`src/hdl/tks_regs.svh`:
```
// Command codes, register offsets, reset values and timing constants.
`ifndef TKS_REGS_SVH
`define TKS_REGS_SVH

`define TKS_KEYS            64
`define TKS_CMD_POS_DLY     8'h0B
`define TKS_CMD_NEG_DLY     8'h0C
`define TKS_CMD_SPACING     8'h0D
`define TKS_CMD_POS_BAND    8'h0E
`define TKS_CMD_NEG_BAND    8'h0F
`define TKS_CMD_NKS         8'h10
`define TKS_CMD_DAC         8'h44
`define TKS_CMD_LOCK        8'h4C
`define TKS_LOCK_ARG        8'h00

`define TKS_SPACING_MIN     8'h02
`define TKS_SPACING_MAX     8'h0A
`define TKS_POS_BAND_MAX    8'h64
`define TKS_NEG_BAND_MAX    8'h63
`define TKS_POS_BAND_SCALE  8'h0A
`define TKS_NEG_BAND_SCALE  8'h64

`define TKS_SPACING_RST     8'h02
`define TKS_DLY_RST         8'h00
`define TKS_BAND_RST        8'h00

`define TKS_REG_CTRL        4'h0
`define TKS_REG_SCOPE       4'h1
`define TKS_REG_STATUS      4'h2
`define TKS_REG_SPACING     4'h3
`define TKS_REG_POS_BAND    4'h4
`define TKS_REG_NEG_BAND    4'h5
`define TKS_CTRL_PUT_BIT    0
`define TKS_ST_DAC_BIT      0
`define TKS_ST_ARG_BIT      1
`define TKS_ST_SENSE_BIT    2

`define TKS_CLK_HZ          10000000
`define TKS_ARG_TIMEOUT_MS  100
`define TKS_TIMER_W         20

`endif

```
`src/hdl/tks_pkg.sv`:
```
// Types shared by the touch-key setup command block.
package tks_pkg;

    typedef enum logic [2:0] {
        TKS_IDLE = 3'b001,
        TKS_ARG  = 3'b010,
        TKS_DAC  = 3'b100
    } tks_state_t;

    typedef enum logic [1:0] {
        TKS_SCOPE_ONE = 2'h0,
        TKS_SCOPE_ROW = 2'h1,
        TKS_SCOPE_COL = 2'h2,
        TKS_SCOPE_ALL = 2'h3
    } tks_scope_kind_t;

    typedef struct packed {
        logic [7:0] pos_dly;
        logic [7:0] neg_dly;
        logic       pos_recal_en;
        logic       neg_recal_en;
        logic       nks_en;
    } tks_key_cfg_t;

    typedef struct packed {
        tks_state_t      state;
        logic [7:0]      cmd;
        logic [19:0]     timer;
        logic            put_mode;
        logic [5:0]      scope_key;
        tks_scope_kind_t scope_kind;
        logic [7:0]      spacing;
        logic [7:0]      pos_band;
        logic [7:0]      neg_band;
        logic [63:0][7:0] pos_dly;
        logic [63:0][7:0] neg_dly;
        logic [63:0]     nks_en;
        logic [63:0]     armed;
        logic [63:0]     err;
        logic            dac_mode;
        logic [7:0]      dac_val;
        logic            dac_load;
        logic            burst_clear;
        logic            lock_pulse;
        logic            tx_valid;
        logic [7:0]      tx_byte;
        logic [7:0]      rdata;
    } tks_core_st_t;

endpackage

```
`src/hdl/tks_code_floor.sv`:
```
// Rounds a delay argument down to the nearest listed delay code.
`timescale 1ns/1ps
module tks_code_floor (
    input  wire logic [7:0] value_i,
    output logic      [7:0] code_o
);
    import tks_pkg::*;

    localparam logic [15:0][7:0] CODES = {
        8'hFF, 8'hAF, 8'h7B, 8'h5A, 8'h3C, 8'h2D, 8'h20, 8'h14,
        8'h0F, 8'h0A, 8'h07, 8'h05, 8'h03, 8'h02, 8'h01, 8'h00
    };

    always_comb begin
        code_o = 8'h00;
        for (int i = 0; i < 16; i++) begin
            if (value_i >= CODES[i]) begin
                code_o = CODES[i];
            end
        end
    end

endmodule

```
`src/hdl/tks_band_check.sv`:
```
// Compares a key reference with its locked level against both error bands.
`timescale 1ns/1ps
module tks_band_check (
    input  wire logic [7:0] ref_i,
    input  wire logic [7:0] lock_i,
    input  wire logic [7:0] pos_band_i,
    input  wire logic [7:0] neg_band_i,
    output logic            fault_o
);
    import tks_pkg::*;
    `include "tks_regs.svh"

    logic [15:0] pos_lhs;
    logic [15:0] pos_rhs;
    logic [15:0] neg_lhs;
    logic [15:0] neg_rhs;

    // Scaled so that no division is needed: limits are whole products.
    always_comb begin
        pos_lhs = 16'(ref_i) * 16'(`TKS_POS_BAND_SCALE);
        pos_rhs = 16'(lock_i) * (16'(`TKS_POS_BAND_SCALE) + 16'(pos_band_i));
        neg_lhs = 16'(ref_i) * 16'(`TKS_NEG_BAND_SCALE);
        neg_rhs = 16'(lock_i) * (16'(`TKS_NEG_BAND_SCALE) - 16'(neg_band_i));
        fault_o = ((pos_band_i != 8'h00) && (pos_lhs > pos_rhs))
               || ((neg_band_i != 8'h00) && (neg_lhs < neg_rhs));
    end

endmodule

```
`src/hdl/tks_setup_core.sv`:
```
// Setup and supervisory command decoder with its parameter store.
`timescale 1ns/1ps
`include "tks_regs.svh"
module tks_setup_core #(
    parameter int ARG_TIMEOUT_CYC =
        `TKS_ARG_TIMEOUT_MS * (`TKS_CLK_HZ / 1000)
) (
    input  wire logic               clk_sys_i,
    input  wire logic               reset_n_i,
    input  wire logic [3:0]         addr_i,
    input  wire logic [7:0]         wdata_i,
    input  wire logic               wr_i,
    input  wire logic               rd_i,
    output logic      [7:0]         rdata_o,
    input  wire logic               rx_valid_i,
    input  wire logic [7:0]         rx_byte_i,
    output logic                    tx_valid_o,
    output logic      [7:0]         tx_byte_o,
    input  wire logic [63:0]        recal_done_i,
    input  wire logic               eval_valid_i,
    input  wire logic [5:0]         eval_key_i,
    input  wire logic [7:0]         eval_ref_i,
    input  wire logic [7:0]         eval_lock_i,
    input  wire logic [63:0]        burst_zero_i,
    input  wire logic [5:0]         cfg_key_i,
    output tks_pkg::tks_key_cfg_t   cfg_o,
    output logic      [7:0]         spacing_o,
    output logic      [15:0]        spacing_cycles_o,
    output logic      [63:0]        nks_mask_o,
    output logic      [63:0]        err_flags_o,
    output logic                    sensing_en_o,
    output logic                    burst_clear_o,
    output logic                    dac_load_o,
    output logic      [7:0]         dac_value_o,
    output logic                    lock_o
);
    import tks_pkg::*;

    localparam int US_CYC = `TKS_CLK_HZ / 1000000;
    localparam logic [19:0] TIMER_LOAD = 20'(ARG_TIMEOUT_CYC - 1);

    tks_core_st_t s;
    tks_core_st_t next_s;
    logic [7:0]   floor_code;
    logic         band_fault;
    logic [63:0]  in_scope;
    logic         is_setup;
    logic         is_timed;
    logic         cmd_timed;
    logic [7:0]   get_value;

    tks_code_floor u_floor (
        .value_i (rx_byte_i),
        .code_o  (floor_code)
    );

    tks_band_check u_band (
        .ref_i      (eval_ref_i),
        .lock_i     (eval_lock_i),
        .pos_band_i (s.pos_band),
        .neg_band_i (s.neg_band),
        .fault_o    (band_fault)
    );

    // Which keys a per-key Put reaches.
    always_comb begin
        for (int k = 0; k < `TKS_KEYS; k++) begin
            case (s.scope_kind)
                TKS_SCOPE_ONE: begin
                    in_scope[k] = (6'(k) == s.scope_key);
                end
                TKS_SCOPE_ROW: begin
                    in_scope[k] = (3'(k >> 3) == s.scope_key[5:3]);
                end
                TKS_SCOPE_COL: begin
                    in_scope[k] = (3'(k) == s.scope_key[2:0]);
                end
                default: begin
                    in_scope[k] = 1'b1;
                end
            endcase
        end
    end

    // Command classification of the arriving byte and of the stored command.
    always_comb begin
        is_setup = (rx_byte_i == `TKS_CMD_POS_DLY)
                || (rx_byte_i == `TKS_CMD_NEG_DLY)
                || (rx_byte_i == `TKS_CMD_SPACING)
                || (rx_byte_i == `TKS_CMD_POS_BAND)
                || (rx_byte_i == `TKS_CMD_NEG_BAND)
                || (rx_byte_i == `TKS_CMD_NKS);
        is_timed = (rx_byte_i == `TKS_CMD_DAC)
                || (rx_byte_i == `TKS_CMD_LOCK);
        cmd_timed = (s.cmd == `TKS_CMD_DAC)
                 || (s.cmd == `TKS_CMD_LOCK);
    end

    // Per-key Get answers read the single key named by the scope, whatever its kind.
    always_comb begin
        case (rx_byte_i)
            `TKS_CMD_POS_DLY: begin
                get_value = s.pos_dly[s.scope_key];
            end
            `TKS_CMD_NEG_DLY: begin
                get_value = s.neg_dly[s.scope_key];
            end
            `TKS_CMD_NKS: begin
                get_value = {7'h00, s.nks_en[s.scope_key]};
            end
            `TKS_CMD_SPACING: begin
                get_value = s.spacing;
            end
            `TKS_CMD_POS_BAND: begin
                get_value = s.pos_band;
            end
            `TKS_CMD_NEG_BAND: begin
                get_value = s.neg_band;
            end
            default: begin
                get_value = 8'h00;
            end
        endcase
    end

    always_comb begin
        next_s = s;
        next_s.tx_valid = 1'b0;
        next_s.dac_load = 1'b0;
        next_s.burst_clear = 1'b0;
        next_s.lock_pulse = 1'b0;
        next_s.rdata = 8'h00;

        if (wr_i) begin
            case (addr_i)
                `TKS_REG_CTRL: begin
                    next_s.put_mode = wdata_i[`TKS_CTRL_PUT_BIT];
                end
                `TKS_REG_SCOPE: begin
                    next_s.scope_key = wdata_i[5:0];
                    next_s.scope_kind = tks_scope_kind_t'(wdata_i[7:6]);
                end
                default: begin
                end
            endcase
        end

        if (rd_i) begin
            case (addr_i)
                `TKS_REG_CTRL: begin
                    next_s.rdata = {7'h00, s.put_mode};
                end
                `TKS_REG_SCOPE: begin
                    next_s.rdata = {s.scope_kind, s.scope_key};
                end
                `TKS_REG_STATUS: begin
                    next_s.rdata[`TKS_ST_DAC_BIT] = s.dac_mode;
                    next_s.rdata[`TKS_ST_ARG_BIT] = (s.state == TKS_ARG);
                    next_s.rdata[`TKS_ST_SENSE_BIT] = !s.dac_mode;
                end
                `TKS_REG_SPACING: begin
                    next_s.rdata = s.spacing;
                end
                `TKS_REG_POS_BAND: begin
                    next_s.rdata = s.pos_band;
                end
                `TKS_REG_NEG_BAND: begin
                    next_s.rdata = s.neg_band;
                end
                default: begin
                    next_s.rdata = 8'h00;
                end
            endcase
        end

        // A fresh host recalibration re-arms the key and clears its flag.
        for (int k = 0; k < `TKS_KEYS; k++) begin
            if (recal_done_i[k]) begin
                next_s.armed[k] = 1'b1;
                next_s.err[k] = 1'b0;
            end
        end
        // Placed after the clear so a fault in the same cycle wins.
        if (eval_valid_i && next_s.armed[eval_key_i] && band_fault) begin
            next_s.err[eval_key_i] = 1'b1;
        end

        case (s.state)
            TKS_IDLE: begin
                if (rx_valid_i) begin
                    next_s.cmd = rx_byte_i;
                    if (is_setup && s.put_mode) begin
                        next_s.state = TKS_ARG;
                    end else if (is_setup) begin
                        next_s.tx_valid = 1'b1;
                        next_s.tx_byte = get_value;
                    end else if (is_timed && s.put_mode) begin
                        next_s.state = TKS_ARG;
                        next_s.timer = TIMER_LOAD;
                    end
                end
            end
            TKS_ARG: begin
                if (rx_valid_i) begin
                    next_s.state = TKS_IDLE;
                    next_s.tx_byte = s.cmd;
                    next_s.tx_valid = 1'b1;
                    case (s.cmd)
                        `TKS_CMD_POS_DLY: begin
                            for (int k = 0; k < `TKS_KEYS; k++) begin
                                if (in_scope[k]) begin
                                    next_s.pos_dly[k] = floor_code;
                                end
                            end
                        end
                        `TKS_CMD_NEG_DLY: begin
                            for (int k = 0; k < `TKS_KEYS; k++) begin
                                if (in_scope[k]) begin
                                    next_s.neg_dly[k] = floor_code;
                                end
                            end
                        end
                        `TKS_CMD_SPACING: begin
                            if (rx_byte_i >= `TKS_SPACING_MIN &&
                                rx_byte_i <= `TKS_SPACING_MAX) begin
                                next_s.spacing = rx_byte_i;
                            end
                        end
                        `TKS_CMD_POS_BAND: begin
                            if (rx_byte_i > `TKS_POS_BAND_MAX) begin
                                next_s.pos_band = `TKS_POS_BAND_MAX;
                            end else begin
                                next_s.pos_band = rx_byte_i;
                            end
                        end
                        `TKS_CMD_NEG_BAND: begin
                            if (rx_byte_i > `TKS_NEG_BAND_MAX) begin
                                next_s.neg_band = `TKS_NEG_BAND_MAX;
                            end else begin
                                next_s.neg_band = rx_byte_i;
                            end
                        end
                        `TKS_CMD_NKS: begin
                            // Only 0 and 1 are meaningful; others leave it.
                            if (rx_byte_i[7:1] == 7'h00) begin
                                for (int k = 0; k < `TKS_KEYS; k++) begin
                                    if (in_scope[k]) begin
                                        next_s.nks_en[k] = rx_byte_i[0];
                                    end
                                end
                            end else begin
                                next_s.tx_valid = 1'b0;
                            end
                        end
                        `TKS_CMD_DAC: begin
                            next_s.dac_val = rx_byte_i;
                            next_s.dac_mode = 1'b1;
                            next_s.burst_clear = 1'b1;
                            next_s.tx_valid = 1'b0;
                            next_s.state = TKS_DAC;
                        end
                        `TKS_CMD_LOCK: begin
                            if (rx_byte_i == `TKS_LOCK_ARG) begin
                                next_s.lock_pulse = 1'b1;
                            end else begin
                                next_s.tx_valid = 1'b0;
                            end
                        end
                        default: begin
                            next_s.tx_valid = 1'b0;
                        end
                    endcase
                end else if (cmd_timed && s.timer == 20'h00000) begin
                    next_s.state = TKS_IDLE;
                end else if (cmd_timed) begin
                    next_s.timer = s.timer - 20'h00001;
                end
            end
            TKS_DAC: begin
                // The value reaches the DAC one cycle after burst clearing.
                next_s.dac_load = 1'b1;
                next_s.tx_valid = 1'b1;
                next_s.tx_byte = `TKS_CMD_DAC;
                next_s.state = TKS_IDLE;
            end
            default: begin
                next_s.state = TKS_IDLE;
            end
        endcase
    end

    always_ff @(posedge clk_sys_i or negedge reset_n_i) begin
        if (!reset_n_i) begin
            s <= '0;
            s.state <= TKS_IDLE;
            s.spacing <= `TKS_SPACING_RST;
        end else begin
            s <= next_s;
        end
    end

    always_comb begin
        cfg_o.pos_dly = s.pos_dly[cfg_key_i];
        cfg_o.neg_dly = s.neg_dly[cfg_key_i];
        cfg_o.pos_recal_en = (s.pos_dly[cfg_key_i] != 8'h00);
        cfg_o.neg_recal_en = (s.neg_dly[cfg_key_i] != 8'h00);
        cfg_o.nks_en = s.nks_en[cfg_key_i];
    end

    assign nks_mask_o = s.nks_en & ~burst_zero_i;
    assign spacing_o = s.spacing;
    assign spacing_cycles_o = 16'(s.spacing * US_CYC);
    assign err_flags_o = s.err;
    assign sensing_en_o = !s.dac_mode;
    assign burst_clear_o = s.burst_clear;
    assign dac_load_o = s.dac_load;
    assign dac_value_o = s.dac_val;
    assign lock_o = s.lock_pulse;
    assign tx_valid_o = s.tx_valid;
    assign tx_byte_o = s.tx_byte;
    assign rdata_o = s.rdata;

endmodule

```
`config.mk`:
```
export PLATFORM = sky130hd
export DESIGN_NAME = tks_setup_core
export DESIGN_NICKNAME = d
export VERILOG_FILES = /design/src/hdl/tks_pkg.sv /design/src/hdl/tks_code_floor.sv /design/src/hdl/tks_band_check.sv /design/src/hdl/tks_setup_core.sv
export VERILOG_INCLUDE_DIRS = /design/src /design/src/hdl
export SDC_FILE = /design/constraint.sdc
export NUM_CORES = 2
export LEC_CHECK = 0
export BUFFER_PORTS_ARGS = -buffer_cell sky130_fd_sc_hd__buf_2
export CELL_PAD_IN_SITES_DETAIL_PLACEMENT = 1
export CELL_PAD_IN_SITES_GLOBAL_PLACEMENT = 2
export CORE_MARGIN = 10
export CORE_UTILIZATION = 48
export DETAILED_ROUTE_END_ITERATION = 8
export PLACE_DENSITY = 0.95
export REMOVE_ABC_BUFFERS = 1
export SETUP_SLACK_MARGIN = 0.15
export SLEW_MARGIN = 20
export SYNTH_ARGS = -nofsm -noshare
export SYNTH_HDL_FRONTEND = slang
export SYNTH_HIERARCHICAL = 1
export SYNTH_SLANG_ARGS = --single-unit
```
`constraint.sdc`:
```
create_clock -name clk_sys_i -period 14.7 [get_ports clk_sys_i]
set_input_delay 2.94 -clock clk_sys_i [delete_from_list [all_inputs] [get_ports clk_sys_i]]
set_output_delay 2.94 -clock clk_sys_i [all_outputs]
set_load 0.02 [all_outputs]
```
== Word level (Yosys, flattened, before mapping) ==
Index checks and enable logic that the tools add are counted.
Cells by class
  reduce and logical (&&, ||, !) cells: 235
  mux-type cells: 257
  multiply operators: 5
  $add $sub $neg: 3
  bitwise gates (word level): 3
  $lt $le $gt $ge: 24
  equal/unequal tests: 115
Operators with widths (count)
  $reduce_and 4->1: 130
  $reduce_and 5->1: 65
  $pmux 1 s3: 65
  $bmux 8 s6: 4
  $eq 6x6->1 const A: 32
  $mux 1: 138
  $mux 20: 6
  $eq 5x6->1 const A: 16
  $eq 8x4->1 const B: 10
  $mux 8: 9
  $and 64x64->64: 1
  $mux 64: 1
  $not 64->64: 1
  $or 64x64->64: 1
  $eq 4x6->1 const A: 8
  $pmux 8 s6: 1
  $pmux 20 s2: 1
  $eq 8x7->1 const B: 4
  $mul 8x16->16: 2
  $reduce_bool 8->1: 4
  $mux 31: 1
  $mux 9: 3
  $pmux 9 s3: 1
  $eq 3x3->1 const A: 8
  64 further kinds: 130
Storage, ports and cells
  register bits: 1309
  bits of input ports: 182

== Depth between registers and ports, before layout ==
  depth after elaboration: 16
  gate-level depth with buffers: 35
  mapped depth without buffers: 34

== By module ==
The synthesis kept the hierarchy.
Modules (own cells, without submodules)
  tks_setup_core: area each 70236.1 sq um, cells an instance 5010, times used 1, seq. area each 32758.9 sq um
  tks_band_check: area each 6249.7 sq um, cells an instance 730, times used 1, seq. area each 0.0 sq um
  tks_code_floor: area each 374.1 sq um, cells an instance 60, times used 1, seq. area each 0.0 sq um

== Worst setup path after synthesis ==
OpenSTA, ideal clock, no wires.
  path kind: input-to-reg
  start point: input port eval_lock_i[7]
  end point: register s, in the netlist err_flags_o[40]
  slack: 5671 ps
  arrival time: 8941 ps
  stages on the path: 27
  buffers on the path: 2
  path through: clkbuf_1 -> clkbuf_1 -> nand2_1 -> fa_1 -> inv_1 -> fa_1 -> inv_1 -> fa_1 -> inv_1 -> fa_1 -> ha_1 -> ha_1 -> a21o_1 -> a211oi_1 -> nor2_1 -> nor2_1 -> xor2_1 -> ha_1 -> and4_1 -> a221oi_1 -> a21oi_1 -> o31ai_1 -> a32o_1 -> nand2_1 -> nor4_1 -> nand3_1 -> o22ai_1
RTL lines
  start, declared: line tks_setup_core.sv:23  | input wire logic [7:0] eval_lock_i,
  end signal, assigned: line tks_setup_core.sv:298  | s <= next_s;
  end, declared: line tks_setup_core.sv:42  | tks_core_st_t s;

==> results.md <==
* Total die area at 0.1765 mm²
* Placed cell count at 7,814
* Max Clk Rate at 96.27 MHz
* Die X at 420.2 µm
* Finished Cell Area at 0.08492 mm²
* Pre-CTS WS at 4097 ps
* Cts repair resizes at 0
* Slew Limit Fails at 0
* Final min period at 10,390 ps
* Die height at 420.2 µm
* PD cells at 109.5 mW/mm²
* Most frequent cell after synthesis: dfrtp_1
* DP HPWL at 184,000 µm
* Layout cell share with drive strength beyond 1 at 0.4282
* Top cell type by total area after synthesis: dfrtp_1
* Overflow after GRT at 0
* Worst path slowest cell: buf_4
* Clock transition at the registers of the reported paths at 60 ps
* Hold buffer count at cts at 0
* P_leak at 39.46 nW
* Filler cells at 15,510
* Mux cell area share after synthesis at 0.3593
* Sequential element share of the synthesized area at 0.4262
* Hold crit path type: flop to flop
* Yosys warnings at 6
* Number of synthesized register bits at 1,309
* Hold Vio Cnt, Final at 0
* Detailed router's first-iteration violation count at 6,003
* Number of vias per cell at 6.759
* Vias in the first global route at 58,820
* Fin worst setup slack at 4313 ps
* Routed via count at 54,710
* Initial antenna violation count at 22
* Area of the multi-input gates at 0.04089 mm²
* First-pass GRT wire length at 403,900 µm
* Largest net degree at the start of global routing at 177
* Top-area cell type share of the netlist area at 0.4255
* CTS tree: yes
* Residual DRC at 0
* Root Buffer: clkbuf_16
* Final Util at 0.5350
* Cell mode on critical path: buf_4
* Post-synthesis compound-gate area fraction at 0.05170
* Post-synthesis simple-gate area fraction at 0.06331
* Async set-or-reset flop fraction in the synthesized netlist at 1.000
* Run status: complete, no violations
* Post-synth EDFFs at 0
* Boundary pin count at 382
* Number of max-cap violations at 0
* Syn Inst Count at 5,800
* Clk_lat worst skew at 820 ps
* Worst Setup Start Kind: input pin
* DR WL/cell at 33.79 µm
* Cell area after synthesis at 0.07686 mm²
* CTS max path bufs at 3
* Crit Path Category: input pin to primary output
* Unrepaired setup endpoints after global routing: false
* Post-CTS Setup Repair Bufs at 0
* Slew HR at 0.1728
* Tightest Pin Transition at 1236 ps
* # nets final at 6,323
* Clock Skews at 50.64 ps
* Site Rows at 146
* Core area at 0.1587 mm²
* Maximum vdd drop at 0.1497 mV
* CTS H-Tree Depth at 4
* WP data arrival at 7450 ps
* Area after DPL at 0.07964 mm²
* CP max stage delay at 780 ps
* Worst Path Max Fanout at 34
* Worst-path cell chain: buf_4 -> buf_4 -> nand2b_1 -> nor2_1 -> a221oi_1 -> o22ai_1 -> nor4_1 -> nand2_1 -> buf_2
* FF/Latch Area at 0.03277 mm²
* Number of routed nets with antenna violations at 0
* Largest family of logic cells by synthesized area: multiplexers
* Avg Synthesized Cell Area at 13.25 µm²
* Adder-cell share of the synthesized area at 0.04920
* Routed Wire Length at 273,500 µm
* Fin crit share at 0.7066
* Post-Synth XOR/XNOR Area at 0.006495
* DR pass1 iterations at 6
* Area Overhead vs Synth at 10.49%
* Ys flop type: dfrtp_1
* Clock sink count at 1,309
* Initial Utilization at 0.4842
* Port bufs at 376
* Final setup fails at 0
* Placer Congestion at 0.9266
* Crit path required time at 11,760 ps
* Netlist cell types at 93
* Overall Global Routing Usage at 0.3047
* Non-filler instance count after layout at 8,094
* Post-synth top cells: dfrtp_1 (1,307), mux2_2 (1,144), mux4_2 (608)
* Setup tns final at 0 ps
* Num CTS Buffers at 148
* Worst setup EP type: primary output
* Synth area leaders: dfrtp_1 (43%), mux4_2 (18%), mux2_2 (17%), ha_1 (2.6%), fa_1 (2.3%)
[cell usage in the layout (no fill, tap or decap), drive strengths merged, types with 8 or more instances in the layout]
cell / instances
dfrtp: 1307
mux2: 1146
mux4: 608
buf: 448
nand2: 330
inv: 237
clkbuf: 211
nor2: 190
ha: 159
nor2b: 131
o21ai: 115
a21oi: 113
mux2i: 102
o22ai: 89
fa: 89
or2: 78
nand3: 65
a22oi: 64
and2: 61
nor3: 40
clkinv: 37
xnor2: 36
o31a: 35
nand2b: 21
o21a: 21
xor2: 21
a21o: 20
a221oi: 18
nor4: 18
a211oi: 15
a31oi: 14
bufinv: 13
and3: 13
o211ai: 13
o21bai: 10
o22a: 9
diode: 8
a22o: 8
nand4: 8
[worst max-delay path: cells and delay by family]
family / cells / cell delay [ps]
compound gates: 2 / 930
simple gates: 4 / 1730
buf+inv: 3 / 1720
[routing by layer]
layer | vias to the layer above | GRT usage | routed length [µm]
li1 | 21680 | - | -
met1 | 29100 | 0.3721 | 99420
met4 | 20 | 0.1909 | 20810
met2 | 2990 | 0.4877 | 129200
met3 | 930 | 0.07257 | 23940
met5 | - | 0 | 143
[power by group]
part,leakage (nW),internal (W),switching (W)
Sequential,17.9,0.00365,0.000149
Combinational,19.0,0.000517,0.00102
Clock,2.55,0.00230,0.00166
Total,39.5,0.00647,0.00283
[layout make-up]
type                            count  area share
Sequential cell                  1309      0.3859
Clock inverter                     60     0.01053
Tap cell                         2072     0.03053
Multi-Input combinational cell   3755      0.4815
Timing Repair Buffer              448     0.03035
Inverter                          231     0.01022
Antenna cell                        8   0.0002357
Clock buffer                      211     0.05077
[cells by family (layout without fill, tap and decap cells)]
kind of cell / Yosys count / count (layout)
compound gates: 596 / 596
buf+inv: 740 / 950
simple gates: 992 / 992
flops: 1309 / 1309
xor+xnor: 57 / 57
fa+ha+maj: 249 / 249
other cells: 1 / 13
mux: 1856 / 1856
[state kept, by name, indices dropped and copies added (netlist names)]
register	count
s	1209
spacing_o	8
rdata_o	8
dac_load_o	1
tx_valid_o	1
burst_clear_o	1
err_flags_o	64
dac_value_o	8
lock_o	1
tx_byte_o	8
[through the flow]
stage	total power (W)	hold WS [ps]
finish	0.009300	445.5
global route	0.009599	462.6
CTS	0.009308	447.7
detailed placement	0.005367	431.5
global placement	0.005327	429.6
floorplan	0.004780	420.2
[worst paths after layout]
path / from / end / slack, ps / cells after the start
worst max-delay path: cfg_key_i[2] / cfg_o[2] / 4310 / 9
max in group asynchronous: reset_n_i / s[1117] / 9810 / 4
worst min-delay path: s[131] / s[131] / 450 / 1
min in group asynchronous: reset_n_i / rdata_o[4] / 2140 / 1
worst min register to register: s[131] / s[131] / 450 / 1
worst max register to register: s[1245] / err_flags_o[42] / 5330 / 31
No activity file was read; power rests on OpenSTA's default activity.
